$ cat src/logic/adcof_pkg.sv
// adcof_pkg: constants and carrier types for the converter output formatter.
// assumes one 100 MHz core clock; the pipeline core hands over results on that clock.
package adcof_pkg;

  localparam int          WORD_W         = 10;
  localparam int          LATENCY_TICKS  = 9;
  // period and forwarding delay in picoseconds, as integers
  localparam int          CLK_PERIOD_PS  = 10000;
  localparam int          FWD_DELAY_PS   = 2100;
  // longest time: round down, but never below one cycle
  localparam int          FWD_DELAY_RAW  = FWD_DELAY_PS / CLK_PERIOD_PS;
  localparam int          FWD_DELAY_CYC  = (FWD_DELAY_RAW < 1) ? 1 : FWD_DELAY_RAW;
  localparam int          SYNC_STAGES    = 3;

  localparam logic [9:0]  CODE_ALL_ONES  = 10'h3FF;
  localparam logic [9:0]  CODE_ALL_ZEROS = 10'h000;
  localparam int          MSB_POS        = 9;
  localparam int          LSB_POS        = 0;

  // pin straps after reset: two's complement, half-rate update
  localparam logic        FMT_RESET      = 1'b0;
  localparam logic        RATE_RESET     = 1'b0;
  localparam logic        FMT_TWOS       = 1'b0;

  // one quantised result from the pipeline core, offset binary
  typedef struct packed {
    logic              above_fs;
    logic              below_fs;
    logic [WORD_W-1:0] code;
  } adcof_raw_t;

  // one formatted result on its way to the pins
  typedef struct packed {
    logic              out_of_range;
    logic [WORD_W-1:0] word;
  } adcof_word_t;

endpackage : adcof_pkg

$ cat src/logic/adcof_formatter.sv
// adcof_formatter: output stage of the pipelined converter: latency line, coding,
// saturation, out-of-range flag, update-rate select and forwarded data clock.
// assumes sample_tick marks each rising sampling-clock edge, at least 4 clk apart,
// and the two strap pins come from outside the clock domain.
//
// What this block does
// - result leaves as a 10-bit word, bit 9 most significant, bit 0 least.
// - every data bit has a true line and a complement line, always inverse.
// - true out-of-range flag goes high for a result beyond the convertible range.
// - complement out-of-range flag goes low then, staying inverse of the true flag.
// - format strap 0 gives two's complement, 1 gives offset binary.
// - format strap defaults low, so an open pin yields two's complement.
// - forwarded data clock rises one 10 ns core cycle after each output update.
// - sample on rising edge; result appears nine sampling cycles later.
// - rate strap 0 updates outputs every second sample, 1 every sample.
// - beyond full scale the word saturates at all ones or all zeros in binary.
`timescale 1ns/10ps

module adcof_formatter
  import adcof_pkg::*;
#(
  parameter int LATENCY = LATENCY_TICKS
) (
  input  wire logic              clk,
  input  wire logic              rst_n,
  input  wire logic              sample_tick,
  input  wire adcof_raw_t        raw_sample,
  input  wire logic              format_select = 1'b0,
  input  wire logic              half_rate_select = 1'b0,
  output logic [WORD_W-1:0]      data_word_true,
  output logic [WORD_W-1:0]      data_word_comp,
  output logic                   range_flag_true,
  output logic                   range_flag_comp,
  output logic                   fwd_clock_true,
  output logic                   fwd_clock_comp
);

  ////////////////////////////////////////////////////////////////////////////
  // strap synchronisers: three flops, a change counts once stages 2 and 3 agree

  logic [SYNC_STAGES-1:0] fmt_sync_q;
  logic [SYNC_STAGES-1:0] rate_sync_q;
  logic                   fmt_q;
  logic                   full_rate_q;

  always_ff @(posedge clk or negedge rst_n) begin
    if (!rst_n) begin
      fmt_sync_q  <= '0;
      rate_sync_q <= '0;
    end else begin
      fmt_sync_q  <= {fmt_sync_q[SYNC_STAGES-2:0], format_select};
      rate_sync_q <= {rate_sync_q[SYNC_STAGES-2:0], half_rate_select};
    end
  end

  // an unconnected strap falls to the port default of zero
  wire fmt_agree  = fmt_sync_q[1] == fmt_sync_q[2];
  wire rate_agree = rate_sync_q[1] == rate_sync_q[2];

  always_ff @(posedge clk or negedge rst_n) begin
    if (!rst_n) begin
      fmt_q       <= FMT_RESET;
      full_rate_q <= RATE_RESET;
    end else begin
      if (fmt_agree) begin
        fmt_q <= fmt_sync_q[2];
      end
      if (rate_agree) begin
        full_rate_q <= rate_sync_q[2];
      end
    end
  end

  ////////////////////////////////////////////////////////////////////////////
  // coding and saturation at capture

  wire              in_oor   = raw_sample.above_fs | raw_sample.below_fs;
  // saturate before recoding so both formats share one clamp
  wire [WORD_W-1:0] sat_code = raw_sample.above_fs ? CODE_ALL_ONES :
                               raw_sample.below_fs ? CODE_ALL_ZEROS :
                               raw_sample.code;
  // two's complement is offset binary with the top bit flipped
  wire [WORD_W-1:0] fmt_code = (fmt_q == FMT_TWOS) ?
                               {~sat_code[MSB_POS], sat_code[MSB_POS-1:LSB_POS]} :
                               sat_code;
  wire adcof_word_t cap_word = '{out_of_range: in_oor, word: fmt_code};

  ////////////////////////////////////////////////////////////////////////////
  // latency line: LATENCY stages, then the output register loads at the LATENCY-th
  // tick after capture, so a sample shows LATENCY sampling cycles after its edge

  adcof_word_t pipe_q [LATENCY];

  always_ff @(posedge clk or negedge rst_n) begin
    if (!rst_n) begin
      pipe_q[0] <= '0;
    end else if (sample_tick) begin
      pipe_q[0] <= cap_word;
    end
  end

  genvar gi;
  generate
    for (gi = 1; gi < LATENCY; gi++) begin : g_stage
      always_ff @(posedge clk or negedge rst_n) begin
        if (!rst_n) begin
          pipe_q[gi] <= '0;
        end else if (sample_tick) begin
          pipe_q[gi] <= pipe_q[gi-1];
        end
      end
    end
  endgenerate

  ////////////////////////////////////////////////////////////////////////////
  // update rate: every tick at full rate, every other tick at half rate

  logic        phase_q;
  adcof_word_t head;
  logic        upd;

  assign head = pipe_q[LATENCY-1];
  assign upd  = sample_tick & (full_rate_q | phase_q);

  always_ff @(posedge clk or negedge rst_n) begin
    if (!rst_n) begin
      phase_q <= 1'b0;
    end else if (sample_tick) begin
      phase_q <= ~phase_q;
    end
  end

  ////////////////////////////////////////////////////////////////////////////
  // output pins; word and flag share one enable so they never split

  always_ff @(posedge clk or negedge rst_n) begin
    if (!rst_n) begin
      data_word_true  <= '0;
      data_word_comp  <= '1;
      range_flag_true <= 1'b0;
      range_flag_comp <= 1'b1;
    end else if (upd) begin
      data_word_true  <= head.word;
      data_word_comp  <= ~head.word;
      range_flag_true <= head.out_of_range;
      range_flag_comp <= ~head.out_of_range;
    end
  end

  ////////////////////////////////////////////////////////////////////////////
  // forwarded clock: rises FWD_DELAY_CYC after the data settle, falls at next tick;
  // the sub-cycle delay cannot be resolved, so it rounds up to one full cycle

  logic [FWD_DELAY_CYC:0] upd_sr_q;

  always_ff @(posedge clk or negedge rst_n) begin
    if (!rst_n) begin
      upd_sr_q       <= '0;
      fwd_clock_true <= 1'b0;
      fwd_clock_comp <= 1'b1;
    end else begin
      upd_sr_q <= {upd_sr_q[FWD_DELAY_CYC-1:0], upd};
      if (upd_sr_q[FWD_DELAY_CYC-1]) begin
        fwd_clock_true <= 1'b1;
        fwd_clock_comp <= 1'b0;
      end else if (sample_tick) begin
        fwd_clock_true <= 1'b0;
        fwd_clock_comp <= 1'b1;
      end
    end
  end

  ////////////////////////////////////////////////////////////////////////////
  // checks

  logic [3:0] tick_cnt_q;

  always_ff @(posedge clk or negedge rst_n) begin
    if (!rst_n) begin
      tick_cnt_q <= '0;
    end else if (sample_tick && tick_cnt_q != 4'hF) begin
      tick_cnt_q <= tick_cnt_q + 4'h1;
    end
  end

  // rate history for the update-rate check; the first half-rate tick must skip
  logic last_upd_q;
  logic last_full_q;

  always_ff @(posedge clk or negedge rst_n) begin
    if (!rst_n) begin
      last_upd_q  <= 1'b1;
      last_full_q <= RATE_RESET;
    end else if (sample_tick) begin
      last_upd_q  <= upd;
      last_full_q <= full_rate_q;
    end
  end
endmodule : adcof_formatter

$ cat config.mk
export PLATFORM = sky130hd
export DESIGN_NAME = adcof_formatter
export DESIGN_NICKNAME = d
export VERILOG_FILES = /design/src/logic/adcof_pkg.sv /design/src/logic/adcof_formatter.sv
export SDC_FILE = /design/constraint.sdc
export NUM_CORES = 1
export LEC_CHECK = 0
export BUFFER_PORTS_ARGS = -buffer_cell sky130_fd_sc_hd__buf_2
export CAP_MARGIN = 0
export CORE_MARGIN = 2
export CORE_UTILIZATION = 59
export DETAILED_ROUTE_END_ITERATION = 16
export MAX_ROUTING_LAYER = met4
export PLACE_DENSITY = 0.79
export SKIP_CTS_REPAIR_TIMING = 1
export SLEW_MARGIN = 30
export SYNTH_ARGS = -nofsm -noshare
export SYNTH_HDL_FRONTEND = slang
export SYNTH_SLANG_ARGS = --single-unit
$ cat constraint.sdc
create_clock -name clk -period 1.4 [get_ports clk]
set_input_delay 0.14 -clock clk [delete_from_list [all_inputs] [get_ports clk]]
set_output_delay 0.14 -clock clk [all_outputs]
set_load 0.01 [all_outputs]
==> results by stage <==
Critical path:
- In this design, the stage delay of the slowest critical-path cell is 0.53 ns.
- The buffers plus inverters on the worst setup path is 1.
- The kind of cell adding the most delay to the critical path is flip-flops.
- The critical path launch point type is a flip-flop.
- For this design, the slowest cell found on the critical path is dfstp_2.
- The maximum fanout along the worst path is 2.
- The arrival time at the worst endpoint is 1.16 ns.
- For the worst setup path, the data required time is between 1 and 1.5 ns.
- The endpoint class of the critical path is an output port.
- The signal on the critical path passes through buf_2.
- The category of the most critical setup path is flip-flop to output port.

Timing:
- Across all hold checks on the routed design, the worst slack comes to 0.0245 ns.
- The shortest period the worst path allows is approximately 1.3 ns.
- Derived from the worst setup path, the maximum achievable clock frequency is 769 MHz.
- The worst-case clock skew is 0.00690 ns.
- Measured against its own limit, the worst slew margin works out to 77.5%.
- Setup repair after global routing left no endpoint under its margin.
- The final count of hold timing violations is 0.
- The max-slew violation count is 0.
- In the final timing run, aggregate negative setup slack is 0 ns.
- The total setup violations reported at the end of the flow is 0.
- At the pin with the least slew margin, the transition time is 0.337 ns.
- The portion of the clock cycle consumed by the worst path in the final layout is 92.9%.

Logic synthesis:
- Sorting the synthesized cells by how often they occur yields 121 x dfrtp_1, 51 x mux2_4, 48 x mux2_2.
- The synthesized design contains 0 enable-type register cells.
- The number of nets in the synthesized netlist is between 300 and 400.
- dfrtp_1 is the most common cell in the netlist.
- The dominant register cell in the synthesized netlist is dfrtp_1.
- In this run the mean area of a mapped cell was 16.3 µm².
- The count of warnings emitted by yosys is 0.
- By area the synthesized netlist is led by dfrtp_1 59%, mux2_4 15%, mux2_2 10%, dfstp_2 6.1%, a21oi_1 1.8%.
- The number of different library cells used by synthesis comes to 24.
- The share of synthesized flip-flops with an asynchronous set or reset is 100%.
- The biggest area contributor in the post-synthesis netlist is dfrtp_1.
- The mapped netlist covers slightly above 5000 µm².
- The post-synthesis cell count is 316.
- For this run, the register share of the synthesized area comes to 64.8%.
- The number of synthesized register bits is 133.
- The area fraction of the dominant cell type after synthesis is 58.7%.

Drt:
- After detailed routing, the average wire length per cell comes to between 15 and 20 µm.
- In this run the remaining antenna-violating nets after routing total 0.
- The detailed router finished its first iteration with 67 violations.
- After detailed routing, the number of remaining DRC violations is 0.
- In the routed layout, each cell is associated on average with a via count of approximately 5.2.
- The aggregate routed wire length is 7.64 mm.
- The length of the first detailed-routing pass in iterations is 4.
- Summing over every cut layer, the via total after detailed routing is 2606.

Cells and area:
- The share of post-route cells with drive strength above 1 is about half.
- The post-route core utilization is 71.9%.
- The number of diodes is 0.
- Summing all non-filler instances in the final layout gives an area of just over 6000 µm².
- After the last flow step, the layout net total stands at 396.
- The area growth from synthesis to layout is 19.8%.

Pwr:
- Summed over all cells, the static leakage comes to 2.76 nW.
- Overall power consumption after layout is estimated at approximately 12 mW.
- In this run the power density over the cells is 2000 nW/µm².
- The worst-case IR drop observed on VDD is 1.03 mV.

Place:
- The number of I/O port buffers is 40.
- Summing all placed instances gives a cell area of 5460 µm².
- Routability-driven placement finished with a final weighted congestion of 0.663.
- The wire-length estimate of the detail-placed layout is 4.68 mm.

Worst hold path:
- The class of the tightest hold or removal check is primary input to flip-flop.

Global route:
- The via count of the first global-routing pass is 2703.
- The number of antenna violations at the first check in global routing is 0.
- Entering global routing, the biggest net connects 49 pins.
- The total overflow left after global routing is 0.
- The aggregate global-route resource usage is 18.3%.
- The global-route wire length before repair is 13.2 mm.

Floorplan:
- The vertical extent of the die is 97.5 µm.
- The I/O pin count is 41.
- For this configuration, the core starts out at a cell density of 60.1%.
- After floorplanning, the core was divided into 34 placement rows.
- The die outline area is 9510 µm².
- The width of the die is 97.5 µm.
- The region available for standard cell placement spans 8590 µm².

Clock tree:
- TritonCTS built the clock tree.
- In this run the number of H-tree levels came out at 4.
- The cell sitting at the root of the clock tree is a clkbuf_8.
- TritonCTS created 17 clock buffers.
- The clock slew seen by the registers of the worst setup and hold paths is 0.06 ns.
- The clock passes through at most 2 buffers.
- The source-to-sink clock delay at the later pin of the worst-skew pair is about 0.50 ns.
- The number of sinks driven by the clock tree is 133.

Job:
- The reported max-cap violation count is 0.

Run status:
- The flow ran to the end, and the final reports show no timing, DRC or antenna violations.
area by class of cell:
cell class	count	area (µm²)
Clock inverter	13	154
Timing Repair Buffer	61	470
Clock buffer	19	442
Sequential cell	133	3340
Multi-Input combinational cell	163	1630
Fill cell	549	2410
Tap cell	108	135
Inverter	3	11.3
worst paths after layout:
kind	startpoint	to	slack (ns)	cells after the start
setup / recovery	data_word_comp[6]	data_word_comp[6]	0.1	1
hold / removal	sample_tick	pipe_q[97]	0.02	2
setup reg to reg	phase_q	data_word_true[0]	0.12	3
hold reg to reg	rate_sync_q[0]	rate_sync_q[1]	0.35	0
max in group asynchronous	rst_n	fwd_clock_comp	0.72	3
min in group asynchronous	rst_n	pipe_q[68]	0.09	2
registers in the layout, summed over array words and instances, names as in the netlist:
signal,flops
data_word_comp,10
pipe_q,88
data_word_true,10
rate_sync_q,3
fwd_clock_comp,1
range_flag_true,1
fmt_q,1
phase_q,1
range_flag_comp,1
fwd_clock_true,1
full_rate_q,1
upd_sr_q,1
fmt_sync_q,3
head,11
power breakdown:
group | switching [mW] | leakage [nW] | total, mW | internal [mW]
combinational | 0.814 | 0.998 | 2.18 | 1.37
sequential | 0.683 | 1.46 | 5.80 | 5.11
clock | 1.59 | 0.298 | 4.38 | 2.80
metal layers:
| metal | share of wire (%) | global-route usage, % |
|---|---|---|
| met3 | 2.7 | 4.68 |
| met1 | 45 | 23.5 |
| met2 | 51 | 28.0 |
| met4 | 1.0 | 8.01 |
| met5 | 0 | - |
metrics by stage:
step                      instances  worst slack, ns
after floorplan                 316            0.174
after global placement          455            0.146
after detailed placement        455            0.125
after CTS                       487           0.0724
after global routing            500           0.0478
final                           500           0.0993
placed cells by master, fill, tap and decap left out, types with 2 or more instances in the layout:
| cell type | n |
|---|---|
| dfrtp_1 | 121 |
| mux2_4 | 51 |
| mux2_2 | 48 |
| buf_2 | 38 |
| a21oi_1 | 19 |
| clkbuf_16 | 16 |
| nor2_1 | 14 |
| dlygate4sd3_1 | 13 |
| o21ai_0 | 12 |
| dfstp_2 | 12 |
| nand2_1 | 11 |
| clkinv_2 | 6 |
| buf_12 | 6 |
| buf_4 | 4 |
| clkbuf_8 | 3 |
| bufinv_16 | 3 |
| inv_1 | 2 |
| maj3_1 | 2 |
| inv_6 | 2 |
logic make-up after synthesis:
kind of cell	Yosys count	share of synthesized area, %
adder cells (fa/ha/maj)	2	0.388
buffers and inverters	20	3.73
XOR/XNOR	1	0.170
flip-flops	133	64.8
AO/OA/AOI/OAI	34	3.59
AND/OR/NAND/NOR	27	2.06
multiplexers	99	25.3
(Power assumes the default switching activity.)
